File: src/include/psd_pkg.sv
// constants for the port sense and direction block
//
// Notes on behaviour
// RL1: two port interrupt requests, each with its own pin source selection.
// RL2: no request leaves the port until its level field is non-zero.
// RL3: clocked sensing supports all senses; edges count after one clocked sample.
// RL4: pin 2 latches any configured edge without a clock, always interrupts.
// RL5: other pins sleeping: any-edge and low wake; interrupt only if value held.
// RL6: low level detected always; requests repeat while the pin stays low.
// RL7: awake, low level interrupts only if still low when instruction completes.
// RL8: asleep, low level wakes; interrupt only if still low at wake end.
// RL9: events only while the clock runs, edges after one clocked sample.
// RL10: level sense events: low gives none, high gives continuous events.
// RL11: sense selects the signal event; the data event is the pin value.
// RL12: enabled alternate function overrides pin direction and value internally.
// RL13: clock or chosen event channel driven to a selectable pin.
// RL14: one pin control write updates every pin chosen by the multi-pin mask.
// RL15: four virtual slots map a port; virtual writes act on real registers.
// RL16: direction register at index zero, one means output, resets to zero.
// RL17: ones written to the set alias set direction bits; reads give direction.
// RL18: ones written to the clear alias clear bits; reads give direction.
// RL19: ones written to the toggle alias invert bits; reads give direction.
// RL20: a pin feeds an interrupt only when its source mask bit is one.
// RL21: flag sets on a matching selected pin, cleared by writing one.
// RL22: zero bits written to set, clear or toggle aliases change nothing.
package psd_pkg;

    // ==========================================================
    // register indices (byte address is four times the index)
    localparam logic [5:0] PSD_IDX_DIR       = 6'h00;
    localparam logic [5:0] PSD_IDX_DIR_SET   = 6'h01;
    localparam logic [5:0] PSD_IDX_DIR_CLR   = 6'h02;
    localparam logic [5:0] PSD_IDX_DIR_TGL   = 6'h03;
    localparam logic [5:0] PSD_IDX_INTCTRL   = 6'h09;
    localparam logic [5:0] PSD_IDX_INT0_MASK = 6'h0A;
    localparam logic [5:0] PSD_IDX_INT1_MASK = 6'h0B;
    localparam logic [5:0] PSD_IDX_INTFLAGS  = 6'h0C;
    localparam logic [5:0] PSD_IDX_PINCTRL0  = 6'h10;
    localparam logic [5:0] PSD_IDX_MPCMASK   = 6'h18;
    localparam logic [5:0] PSD_IDX_EVOUT     = 6'h19;
    localparam logic [5:0] PSD_IDX_VPMAP0    = 6'h1A;

    // ==========================================================
    // field positions
    localparam int PSD_ISC_LSB    = 0;
    localparam int PSD_INVEN_BIT  = 6;
    localparam int PSD_LVL0_LSB   = 0;
    localparam int PSD_LVL1_LSB   = 2;
    localparam int PSD_EVPIN_LSB  = 0;
    localparam int PSD_EVMODE_LSB = 3;
    localparam int PSD_EVCHAN_LSB = 5;

    // ==========================================================
    // reset values
    localparam logic [7:0] PSD_RST_REG = 8'h00;

    // ==========================================================
    // sense settings and event output modes
    typedef enum logic [2:0] {
        PSD_SENSE_BOTH = 3'h0,
        PSD_SENSE_RISE = 3'h1,
        PSD_SENSE_FALL = 3'h2,
        PSD_SENSE_LOW  = 3'h3
    } psd_sense_type;

    localparam logic [1:0] PSD_EVOUT_OFF   = 2'h0;
    localparam logic [1:0] PSD_EVOUT_CLOCK = 2'h1;
    localparam logic [1:0] PSD_EVOUT_EVENT = 2'h2;

    // virtual port register selects
    localparam logic [1:0] PSD_VP_DIR   = 2'h0;
    localparam logic [1:0] PSD_VP_FLAGS = 2'h3;

    // ==========================================================
    // timing
    localparam int PSD_PCLK_KHZ  = 40000;
    localparam int PSD_WAKE_NS   = 500;
    localparam int PSD_WAKE_CYC  = (PSD_WAKE_NS * PSD_PCLK_KHZ + 999999)
                                   / 1000000;

endpackage

File: src/hw/psd_port.sv
// port pin sensing, interrupts, events, pin drive and direction registers
`timescale 1ns/10ps
module psd_port
    import psd_pkg::*;
#(
    parameter int         NPINS     = 8,
    parameter int         NCH       = 8,
    parameter int         ASYNC_PIN = 2,
    parameter logic [3:0] PORT_ID   = 4'h0
)
(
    // clock and reset
    input  wire logic             pclk,
    input  wire logic             presetn,
    // apb slave
    input  wire logic             psel,
    input  wire logic             penable,
    input  wire logic             pwrite,
    input  wire logic [7:0]       paddr,
    input  wire logic [31:0]      pwdata,
    input  wire logic [3:0]       pstrb,
    output logic      [31:0]      prdata,
    output logic                  pready,
    output logic                  pslverr,
    // pins
    input  wire logic [NPINS-1:0] pin_in,
    output logic      [NPINS-1:0] pin_out,
    output logic      [NPINS-1:0] pin_oe_n,
    // output value from the data register block
    input  wire logic [NPINS-1:0] out_value,
    // alternate function overrides
    input  wire logic [NPINS-1:0] ovr_dir_en,
    input  wire logic [NPINS-1:0] ovr_dir,
    input  wire logic [NPINS-1:0] ovr_out_en,
    input  wire logic [NPINS-1:0] ovr_out,
    // event channels to drive out
    input  wire logic [NCH-1:0]   evch,
    // virtual port writes
    input  wire logic             vp_wen,
    input  wire logic [1:0]       vp_slot,
    input  wire logic [1:0]       vp_reg,
    input  wire logic [7:0]       vp_wdata,
    // power state
    input  wire logic             sleep,
    input  wire logic             instr_done,
    output logic                  wake,
    // interrupts and events
    output logic      [1:0]       interrupt_request,
    output logic      [NPINS-1:0] evt_signal,
    output logic      [NPINS-1:0] evt_data
);
    import psd_pkg::*;

    // ==========================================================
    // registers
    logic [NPINS-1:0] pin_direction_r;
    logic [NPINS-1:0] pin_direction_nxt;
    logic [3:0]       intctrl_r;
    logic [NPINS-1:0] first_irq_source_mask_r;
    logic [NPINS-1:0] second_irq_source_mask_r;
    logic [1:0]       port_irq_flag_r;
    logic [1:0]       port_irq_flag_nxt;
    logic [7:0]       pinctrl_r [NPINS];
    logic [NPINS-1:0] mpc_mask_r;
    logic [7:0]       event_output_select_r;
    logic [3:0]       vp_map_r [4];
    logic [31:0]      prdata_r;

    // sensing state
    logic [NPINS-1:0] in_r;
    logic [NPINS-1:0] prev_r;
    logic [NPINS-1:0] snap_r;
    logic [NPINS-1:0] lat_r;
    logic [NPINS-1:0] hit;
    logic [NPINS-1:0] wake_src;
    logic [NPINS-1:0] evt_sig_nxt;
    logic [NPINS-1:0] pv;
    logic             sleep_d_r;
    logic [7:0]       wake_cnt_r;
    logic             wake_r;
    logic             clk_on;
    logic             wake_end;

    // bus decode
    logic [5:0]       widx;
    logic             addr_ok;
    logic             wr_en;
    logic [7:0]       wbyte;
    logic [7:0]       rd_val;
    logic             vp_hit;
    logic [1:0]       flag_set;
    logic [1:0]       flag_clr;
    logic [1:0]       evmode;
    logic [2:0]       evpin;
    logic [2:0]       evchan;

    assign widx    = paddr[7:2];
    assign wbyte   = pwdata[7:0];
    assign wr_en   = psel & penable & pwrite & addr_ok & pstrb[0];
    assign pready  = 1'b1;
    assign pslverr = psel & penable & ~addr_ok;
    assign prdata  = prdata_r;
    assign vp_hit  = vp_wen & (vp_map_r[vp_slot] == PORT_ID);     // see RL15
    assign evmode  = event_output_select_r[PSD_EVMODE_LSB +: 2];
    assign evpin   = event_output_select_r[PSD_EVPIN_LSB +: 3];
    assign evchan  = event_output_select_r[PSD_EVCHAN_LSB +: 3];
    assign clk_on  = ~sleep & (wake_cnt_r == 8'h00);
    assign wake_end = (wake_cnt_r == 8'h01);

    // ==========================================================
    // address decode and read mux
    always_comb
    begin
        addr_ok = (paddr[1:0] == 2'h0);
        rd_val  = 8'h00;
        if (widx == PSD_IDX_DIR || widx == PSD_IDX_DIR_SET ||
            widx == PSD_IDX_DIR_CLR || widx == PSD_IDX_DIR_TGL)
            rd_val = pin_direction_r;                    // see RL17
        else if (widx == PSD_IDX_INTCTRL)
            rd_val = {4'h0, intctrl_r};
        else if (widx == PSD_IDX_INT0_MASK)
            rd_val = first_irq_source_mask_r;
        else if (widx == PSD_IDX_INT1_MASK)
            rd_val = second_irq_source_mask_r;
        else if (widx == PSD_IDX_INTFLAGS)
            rd_val = {6'h00, port_irq_flag_r};
        else if (widx[5:3] == PSD_IDX_PINCTRL0[5:3])
            rd_val = pinctrl_r[widx[2:0]];
        else if (widx == PSD_IDX_MPCMASK)
            rd_val = mpc_mask_r;
        else if (widx == PSD_IDX_EVOUT)
            rd_val = event_output_select_r;
        else if (widx >= PSD_IDX_VPMAP0 && widx <= PSD_IDX_VPMAP0 + 6'h03)
            rd_val = {4'h0, vp_map_r[2'(widx - PSD_IDX_VPMAP0)]};
        else
            addr_ok = 1'b0;
    end

    // read data is captured in the setup phase, valid in access
    always_ff @(posedge pclk or negedge presetn)
    begin
        if (!presetn)
            prdata_r <= 32'h00000000;
        else if (psel & ~penable)
            prdata_r <= {24'h000000, rd_val};
    end

    // ==========================================================
    // direction register and its aliases
    always_comb
    begin
        pin_direction_nxt = pin_direction_r;
        if (vp_hit && vp_reg == PSD_VP_DIR)
            pin_direction_nxt = vp_wdata;                // see RL15
        if (wr_en)
        begin
            case (widx)
                PSD_IDX_DIR:     pin_direction_nxt = wbyte;   // see RL16
                PSD_IDX_DIR_SET: pin_direction_nxt = pin_direction_r | wbyte;
                PSD_IDX_DIR_CLR: pin_direction_nxt = pin_direction_r & ~wbyte;
                PSD_IDX_DIR_TGL: pin_direction_nxt = pin_direction_r ^ wbyte;
                default:         ;
            endcase
        end
    end
    // set, clear and toggle above: see RL17 see RL18 see RL19 see RL22

    always_ff @(posedge pclk or negedge presetn)
    begin
        if (!presetn)
            pin_direction_r <= PSD_RST_REG;              // see RL16
        else
            pin_direction_r <= pin_direction_nxt;
    end

    // ==========================================================
    // interrupt control, masks, event output select, multi-pin mask
    always_ff @(posedge pclk or negedge presetn)
    begin
        if (!presetn)
        begin
            intctrl_r                <= 4'h0;
            first_irq_source_mask_r  <= PSD_RST_REG;
            second_irq_source_mask_r <= PSD_RST_REG;
            event_output_select_r    <= PSD_RST_REG;
        end
        else if (wr_en)
        begin
            if (widx == PSD_IDX_INTCTRL)
                intctrl_r <= wbyte[3:0];
            if (widx == PSD_IDX_INT0_MASK)
                first_irq_source_mask_r <= wbyte;
            if (widx == PSD_IDX_INT1_MASK)
                second_irq_source_mask_r <= wbyte;
            if (widx == PSD_IDX_EVOUT)
                event_output_select_r <= wbyte;
        end
    end

    // mask empties after one pin control write has used it
    always_ff @(posedge pclk or negedge presetn)
    begin
        if (!presetn)
            mpc_mask_r <= PSD_RST_REG;
        else if (wr_en && widx == PSD_IDX_MPCMASK)
            mpc_mask_r <= wbyte;
        else if (wr_en && widx[5:3] == PSD_IDX_PINCTRL0[5:3])
            mpc_mask_r <= '0;                            // see RL14
    end

    // ==========================================================
    // virtual port slots
    for (genvar k = 0; k < 4; k++)
    begin : g_vp
        always_ff @(posedge pclk or negedge presetn)
        begin
            if (!presetn)
                vp_map_r[k] <= 4'h0;
            else if (wr_en && widx == PSD_IDX_VPMAP0 + 6'(k))
                vp_map_r[k] <= wbyte[3:0];               // see RL15
        end
    end

    // ==========================================================
    // sleep tracking and wake-up window
    always_ff @(posedge pclk or negedge presetn)
    begin
        if (!presetn)
        begin
            sleep_d_r  <= 1'b0;
            wake_cnt_r <= 8'h00;
            snap_r     <= '0;
            wake_r     <= 1'b0;
        end
        else
        begin
            sleep_d_r <= sleep;
            // snapshot follows the pins while clocked, frozen asleep
            if (clk_on)
                snap_r <= in_r;
            if (sleep_d_r & ~sleep)
                wake_cnt_r <= 8'(PSD_WAKE_CYC);
            else if (wake_cnt_r != 8'h00)
                wake_cnt_r <= wake_cnt_r - 8'h01;
            wake_r <= sleep & (|wake_src);               // see RL5 see RL8
        end
    end
    assign wake = wake_r;

    // ==========================================================
    // per-pin sensing, events and pin drive
    for (genvar i = 0; i < NPINS; i++)
    begin : g_pin
        psd_sense_type isc;
        logic          pp;
        logic          sp;
        logic          edge_hit;
        logic          drive_sel;

        assign isc = psd_sense_type'(pinctrl_r[i][PSD_ISC_LSB +: 3]);
        assign pv[i] = in_r[i] ^ pinctrl_r[i][PSD_INVEN_BIT];
        assign pp = prev_r[i] ^ pinctrl_r[i][PSD_INVEN_BIT];
        assign sp = snap_r[i] ^ pinctrl_r[i][PSD_INVEN_BIT];

        // edge between the two latest clocked samples
        always_comb
        begin
            unique case (isc)
                PSD_SENSE_BOTH: edge_hit = pv[i] ^ pp;
                PSD_SENSE_RISE: edge_hit = pv[i] & ~pp;
                PSD_SENSE_FALL: edge_hit = ~pv[i] & pp;
                default:        edge_hit = 1'b0;
            endcase
        end

        // pin control, written singly or through the multi-pin mask
        always_ff @(posedge pclk or negedge presetn)
        begin
            if (!presetn)
                pinctrl_r[i] <= PSD_RST_REG;
            else if (wr_en && widx[5:3] == PSD_IDX_PINCTRL0[5:3] &&
                     (mpc_mask_r != '0 ? mpc_mask_r[i]
                                       : widx[2:0] == 3'(i)))
                pinctrl_r[i] <= wbyte;                   // see RL14
        end

        // clockless edge latch on the fully asynchronous pin
        always_ff @(posedge pclk or negedge presetn)
        begin
            if (!presetn)
                lat_r[i] <= 1'b0;
            else if (i != ASYNC_PIN || wake_end)
                lat_r[i] <= 1'b0;
            else if (~clk_on & edge_hit)
                lat_r[i] <= 1'b1;                        // see RL4
        end

        // sources that wake the device while it sleeps
        always_comb
        begin
            if (i == ASYNC_PIN)
                wake_src[i] = lat_r[i] | edge_hit;       // see RL4
            else
                wake_src[i] = (isc == PSD_SENSE_BOTH) & (pv[i] ^ sp);
            if (isc == PSD_SENSE_LOW && !pv[i])
                wake_src[i] = 1'b1;                      // see RL6
        end

        // interrupt hits, clocked and at wake end
        always_comb
        begin
            hit[i] = 1'b0;
            if (clk_on && isc == PSD_SENSE_LOW)
                hit[i] = ~pv[i] & instr_done;            // see RL7
            else if (clk_on)
                hit[i] = edge_hit;                       // see RL3
            if (wake_end && isc == PSD_SENSE_LOW && !pv[i])
                hit[i] = 1'b1;                           // see RL8
            else if (wake_end && i == ASYNC_PIN && lat_r[i])
                hit[i] = 1'b1;                           // see RL4
            else if (wake_end && i != ASYNC_PIN && isc == PSD_SENSE_BOTH)
                hit[i] = pv[i] ^ sp;                     // see RL5
        end

        // event signal chosen by the sense setting
        assign evt_sig_nxt[i] = (isc == PSD_SENSE_LOW) ? pv[i] : edge_hit;

        always_ff @(posedge pclk or negedge presetn)
        begin
            if (!presetn)
            begin
                in_r[i]       <= 1'b0;
                prev_r[i]     <= 1'b0;
                evt_signal[i] <= 1'b0;
                evt_data[i]   <= 1'b0;
            end
            else
            begin
                in_r[i]       <= pin_in[i];
                prev_r[i]     <= in_r[i];
                evt_signal[i] <= clk_on & evt_sig_nxt[i];  // see RL9 see RL10
                evt_data[i]   <= clk_on & pv[i];           // see RL11
            end
        end

        // pin drive: event or clock output, then overrides, then port
        assign drive_sel = (evmode != PSD_EVOUT_OFF) && (evpin == 3'(i));
        always_comb
        begin
            if (drive_sel && evmode == PSD_EVOUT_CLOCK)
                pin_out[i] = pclk;                       // see RL13
            else if (drive_sel)
                pin_out[i] = evch[evchan];               // see RL13
            else if (ovr_out_en[i])
                pin_out[i] = ovr_out[i] ^ pinctrl_r[i][PSD_INVEN_BIT];
            else
                pin_out[i] = out_value[i] ^ pinctrl_r[i][PSD_INVEN_BIT];
            pin_oe_n[i] = ~(drive_sel |
                (ovr_dir_en[i] ? ovr_dir[i] : pin_direction_r[i]));
        end
        // override selection above: see RL12
    end

    // ==========================================================
    // port interrupt flags and requests
    assign flag_set[0] = |(hit & first_irq_source_mask_r);   // see RL20
    assign flag_set[1] = |(hit & second_irq_source_mask_r);  // see RL1
    assign flag_clr = (wr_en && widx == PSD_IDX_INTFLAGS ? wbyte[1:0] : 2'h0)
                    | (vp_hit && vp_reg == PSD_VP_FLAGS ? vp_wdata[1:0]
                                                        : 2'h0);
    // a set in the clearing cycle wins
    assign port_irq_flag_nxt = (port_irq_flag_r & ~flag_clr) | flag_set;

    always_ff @(posedge pclk or negedge presetn)
    begin
        if (!presetn)
            port_irq_flag_r <= 2'h0;
        else
            port_irq_flag_r <= port_irq_flag_nxt;        // see RL21
    end

    assign interrupt_request[0] = port_irq_flag_r[0] &
        (intctrl_r[PSD_LVL0_LSB +: 2] != 2'h0);          // see RL2
    assign interrupt_request[1] = port_irq_flag_r[1] &
        (intctrl_r[PSD_LVL1_LSB +: 2] != 2'h0);          // see RL2

    // ==========================================================
    // assertions
    a_dir_set_bits: assert property (@(posedge pclk) disable iff (!presetn)
        wr_en && widx == PSD_IDX_DIR_SET |=>
        pin_direction_r == ($past(pin_direction_r) | $past(wbyte)))
        else $error("direction set alias wrong");        // see RL17
    a_dir_clr_bits: assert property (@(posedge pclk) disable iff (!presetn)
        wr_en && widx == PSD_IDX_DIR_CLR && !vp_wen |=>
        pin_direction_r == ($past(pin_direction_r) & ~$past(wbyte)))
        else $error("direction clear alias wrong");      // see RL18
    a_dir_tgl_bits: assert property (@(posedge pclk) disable iff (!presetn)
        wr_en && widx == PSD_IDX_DIR_TGL && !vp_wen |=>
        pin_direction_r == ($past(pin_direction_r) ^ $past(wbyte)))
        else $error("direction toggle alias wrong");     // see RL19
    a_alias_reads: assert property (@(posedge pclk) disable iff (!presetn)
        psel && !penable && !pwrite && paddr[7:4] == 4'h0 ##1
        psel && penable |-> prdata[7:0] == pin_direction_r)
        else $error("alias read not direction");         // see RL17
    a_irq_gated: assert property (@(posedge pclk) disable iff (!presetn)
        intctrl_r[1:0] == 2'h0 |-> !interrupt_request[0])
        else $error("request while disabled");           // see RL2
    a_flag_masked: assert property (@(posedge pclk) disable iff (!presetn)
        (hit & second_irq_source_mask_r) != '0 |=> port_irq_flag_r[1])
        else $error("masked source lost");               // see RL21
    a_flag_unmasked: assert property (@(posedge pclk) disable iff (!presetn)
        !port_irq_flag_r[0] && (hit & first_irq_source_mask_r) == '0 |=>
        !port_irq_flag_r[0])
        else $error("flag set without source");          // see RL20
    a_evt_sleep: assert property (@(posedge pclk) disable iff (!presetn)
        sleep |=> evt_signal == '0)
        else $error("event while sleeping");             // see RL9
    a_wake_window: assert property (@(posedge pclk) disable iff (!presetn)
        sleep_d_r && !sleep |=> wake_cnt_r == 8'(PSD_WAKE_CYC))
        else $error("wake window not started");          // see RL8
    a_edge_event: assert property (@(posedge pclk) disable iff (!presetn)
        clk_on && pinctrl_r[0][2:0] == 3'h1 && pv[0] && !prev_r[0] &&
        !pinctrl_r[0][PSD_INVEN_BIT] |=> evt_signal[0])
        else $error("rising edge event missing");        // see RL11

endmodule // psd_port

File: config.mk
export PLATFORM = sky130hd
export DESIGN_NAME = psd_port
export DESIGN_NICKNAME = d
export VERILOG_FILES = /design/src/include/psd_pkg.sv /design/src/hw/psd_port.sv
export SDC_FILE = /design/constraint.sdc
export NUM_CORES = 1
export LEC_CHECK = 0
export BUFFER_PORTS_ARGS = -buffer_cell sky130_fd_sc_hd__clkbuf_2
export CAP_MARGIN = 5
export CORE_MARGIN = 4
export CORE_UTILIZATION = 55
export DETAILED_ROUTE_END_ITERATION = 16
export HOLD_SLACK_MARGIN = 0.12
export PLACE_DENSITY = 0.79
export SETUP_SLACK_MARGIN = 0.05
export SYNTH_ARGS = -nofsm -noshare
export SYNTH_HDL_FRONTEND = slang
export SYNTH_SLANG_ARGS = --single-unit
export TNS_END_PERCENT = 50
File: constraint.sdc
create_clock -name pclk -period 4.9 [get_ports pclk]
set_input_delay 0 -clock pclk [delete_from_list [all_inputs] [get_ports pclk]]
set_output_delay 0 -clock pclk [all_outputs]
set_load 0.01 [all_outputs]
* Yosys cells after proc, flatten, opt, wreduce, memory -nomap -nowiden
Index checks and enable logic that the tools add are counted.
Operators by class: add/sub/neg operators 2, $lt $le $gt $ge 6, equality and inequality tests 55, multiplexer cells 136, bitwise logic cells 164, reduce and logical (&&, ||, !) cells 115
Operators by type and width (count):
- $mux 8 | 16
- $mux 1 | 100
- $logic_and 1x1->1 | 74
- $eq 3x2->1 const B | 21
- $and 1x1->1 | 60
- $xor 1x1->1 | 54
- $eq 6x5->1 const B | 6
- $pmux 8 s4 | 1
- $eq 3x1->1 const B | 10
- $logic_not 3->1 | 10
- $not 1->1 | 28
- $and 8x8->8 | 3
- $bmux 8 s3 | 1
- $eq 3x3->1 const B | 8
- $eq 6x4->1 const B | 4
- $pmux 1 s3 | 8
- $reduce_or 8->1 | 3
- $mux 4 | 5
- $bmux 4 s2 | 2
- $reduce_bool 8->1 | 2
- $eq 6x2->1 const B | 2
- $reduce_bool 2->1 | 6
- $or 1x1->1 | 9
- $eq 8x1->1 const B | 1
- other kinds (27) | 44
Storage, ports and cells: bits in registers 185, output and inout port bits 69

* Longest topological paths before layout
depth after elaboration 19, gate-level depth with buffers 10, gate-level depth less buffers 9

==> impl_metrics.csv <==
group,metric,value,unit
run_status,status,"finished, final reports clean",
sta,final_max_slew_viol_count,0,
place,preCtsSetupSlack,1.897,ns
floorplan,num_rows,51,
yosys,synth_edf_count,0,
power_and_ir_drop,ir_drop,0.2698,mV
yosys,yosys_warnings,0,
sta,rsz0062_at_grt,"false",
min_path,hp-class,"input port to asynchronous set/reset pin",
grt,track_usage,28.90,%
grt,grt_first_pass_wirelength,49370,um
cts,clk_pin_slew_worst_paths,0.06,ns
yosys,synth_top_area_share,41.65,%
sta,relSlewSlack,39.41,%
detailed_routing,ant_nets,0,
detailed_routing,via_per_inst,6.199,
cts,postCtsSetupBuffers,0,
yosys,avgSynthCellArea,11.17,um2
setup_path,crit_type,"clock port to output pin",
sta,worst_slack,0.7766,ns
power_and_ir_drop,swShare,26.75,%
yosys,synth.area.top_cells,"dfrtp_1 42%, mux2_4 7.7%, mux4_2 6.1%",
cts,cts_tree,"yes",
yosys,synth.distinct_cells,80,
power_and_ir_drop,clkPwrFrac,42.8,%
setup_path,cp.arrival,4.12,ns
place,place_congestion,0.9495,
cells_and_area,ff_latch_area,0.004604,mm2
power_and_ir_drop,power,4.054,mW
power_and_ir_drop,p_int,2.970,mW
yosys,ys_async_sr_fraction,100.0,%
place,numPortBuffers,136,
floorplan,start_util,56.43,%
grt,antenna_found_initial,0,
cells_and_area,diodes,0,
cells_and_area,num-fill-cells,1457,
yosys,synth_most_common_cell,"dfrtp_1",
cts,cts_resized,0,
setup_path,reg2reg_from,"vp_map_r[9]$_DFFE_PN0P_",
yosys,seq_area_frac_synth,41.65,%
detailed_routing,drtIter0Drc,896,
setup_path,crit_fanout,4,
power_and_ir_drop,p_seq_share,41.9,%
cells_and_area,area_growth,18.59,%
floorplan,die_w,149.8,um
detailed_routing,num_vias,8890,
yosys,syn_inst,990,
place,dp.cells,1344,
setup_path,required,4.90,ns
sta,finClkSkew,0.007561,ns
floorplan,die-area,0.02243,mm2
cells_and_area,fin_area,0.01311,mm2
place,place_area,0.01178,mm2
detailed_routing,first_pass_iters,6,
sta,setup_viol,0,
detailed_routing,totalWireLength,31250,um
cells_and_area,fin_cells,1434,
yosys,synthTopCellsByCount,"184 x dfrtp_1, 82 x nor2_1, 58 x inv_1",
floorplan,ios,189,
grt,grt_pass1_vias,9125,
place,hpwl,21230,um
sta,hold_ws,0.08225,ns
cells_and_area,drive_gt1_share,29.68,%
cells_and_area,multiInputGateArea,0.005887,mm2
yosys,synth.largest_area_cell,"dfrtp_1",
yosys,synth_ff_type,"dfrtp_1",
cells_and_area,fin_util,66.93,%
power_and_ir_drop,p_leak,6.318,nW
sta,worst_slew_pin_slew,0.8859,ns
setup_path,critPathLaunch,"pclk",
power_and_ir_drop,power.density,309.2,mW/mm2
detailed_routing,drc,0,
floorplan,core_area,0.01959,mm2
grt,grt_start_max_net_pins,90,
setup_path,start_kind,"clock port",
setup_path,endpoint_kind,"output pin",
sta,tns,0,ns
yosys,ys_seq_elements,184,
sta,hold_viol_final,0,
power_and_ir_drop,p_comb_share,15.2,%
cts,clkLatencyLatePin,0.55,ns
floorplan,die_h,149.8,um
run,drv_cap,0,
grt,grt.overflow.total,0,
power_and_ir_drop,switchingPower,1.084,mW
cts,cts_hold_repair.buffers,48,
yosys,netlist_area,0.01106,mm2
detailed_routing,wire_per_inst,21.79,um
cells_and_area,num-nets-final,1310,
registers in the layout, summed over array words and instances, names as in the netlist, 2 cells and up:
name,cells
wake_cnt_r,8
prdata,8
intctrl_r,4
evt_data,8
snap_r,7
pin_direction_r,8
in_r,8
g_pin.isc,24
prev_r,8
event_output_select_r,8
evt_signal,8
mpc_mask_r,8
first_irq_source_mask_r,8
vp_map_r,16
port_irq_flag_r,2
second_irq_source_mask_r,8
pinctrl_r,40
placed cells by master (no fill, tap or decap), drive strengths merged, types with 10 or more instances in the layout:
cell type    synthesis  layout
nand2               56      56
dlygate4sd3          0      48
nor2                92      92
clkbuf              31     169
a22o                11      11
mux4                30      30
nand3               10      10
conb                 2      25
mux2               107     107
ha                  34      34
dfrtp              184     184
a211oi              15      15
inv                 58      58
xor2                18      18
a21oi               40      40
nor3                21      21
mux2i               32      32
o21ai               41      41
nor2b               14      14
layout make-up:
cell class	count	area share, %
clock buffers	42	5.888
inverters	58	1.660
repair buffers	183	8.999
well taps	265	2.529
flip-flops and latches	184	35.12
clock inverters	8	0.9066
multi-input cells	694	44.90
path summary, 6_finish.rpt:
check	endpoint	slack, ns	depth (start not counted)
min in group pclk	sleep_d_r$_DFF_PN0_	0.18	2
hold reg to reg	prev_r[2]$_DFF_PN0_	0.41	0
hold / removal	in_r[4]$_DFF_PN0_	0.08	2
max in group asynchronous	mpc_mask_r[1]$_DFFE_PN0P_	3.59	3
setup reg to reg	pin_direction_r[3]$_DFF_PN0_	1.68	7
setup / recovery	pin_out[0]	0.78	12
layer usage:
metal / share of wire [%] / vias up / GRT usage (%) / routed length, um
met1: 40 / 4395 / 38.21 / 12590
li1: - / 3873 / - / -
met3: 9.2 / 108 / 7.329 / 2868
met2: 47 / 514 / 44.66 / 14710
met4: 3.5 / 0 / 14.14 / 1089
met5: 0 / - / 0 / 0
power groups by stage:
stage | registers [mW] | clock network, mW | logic (mW)
after floorplan | 1.70 | 0.00603 | 0.380
after global placement | 1.72 | 0.0103 | 0.537
after detailed placement | 1.72 | 0.0103 | 0.560
after CTS | 1.70 | 1.74 | 0.613
after global routing | 1.71 | 1.82 | 0.686
final | 1.70 | 1.74 | 0.617
worst max-delay path: stages:
cell and delay, ns:
clkbuf_16 0.12, clkbuf_16 0.13, clkbuf_16 0.13, clkbuf_16 0.13, clkbuf_16 0.13, clkbuf_16 0.13
a31o_2 0.25, clkbuf_16 0.15, clkbuf_16 0.14, nand2_1 0.07, o21ai_0 0.11, clkbuf_2 0.18
cells by family after synthesis:
group	synth area share, %
xor gates and xnor gates	2.139
muxes	21.84
AOI/OAI and AO/OA	10.97
DFF	41.65
buffers and inverters	5.885
other	0.06793
and+or+nand+nor	13.60
adders and majority gates	3.848
No activity file was read; power rests on OpenSTA's default activity.
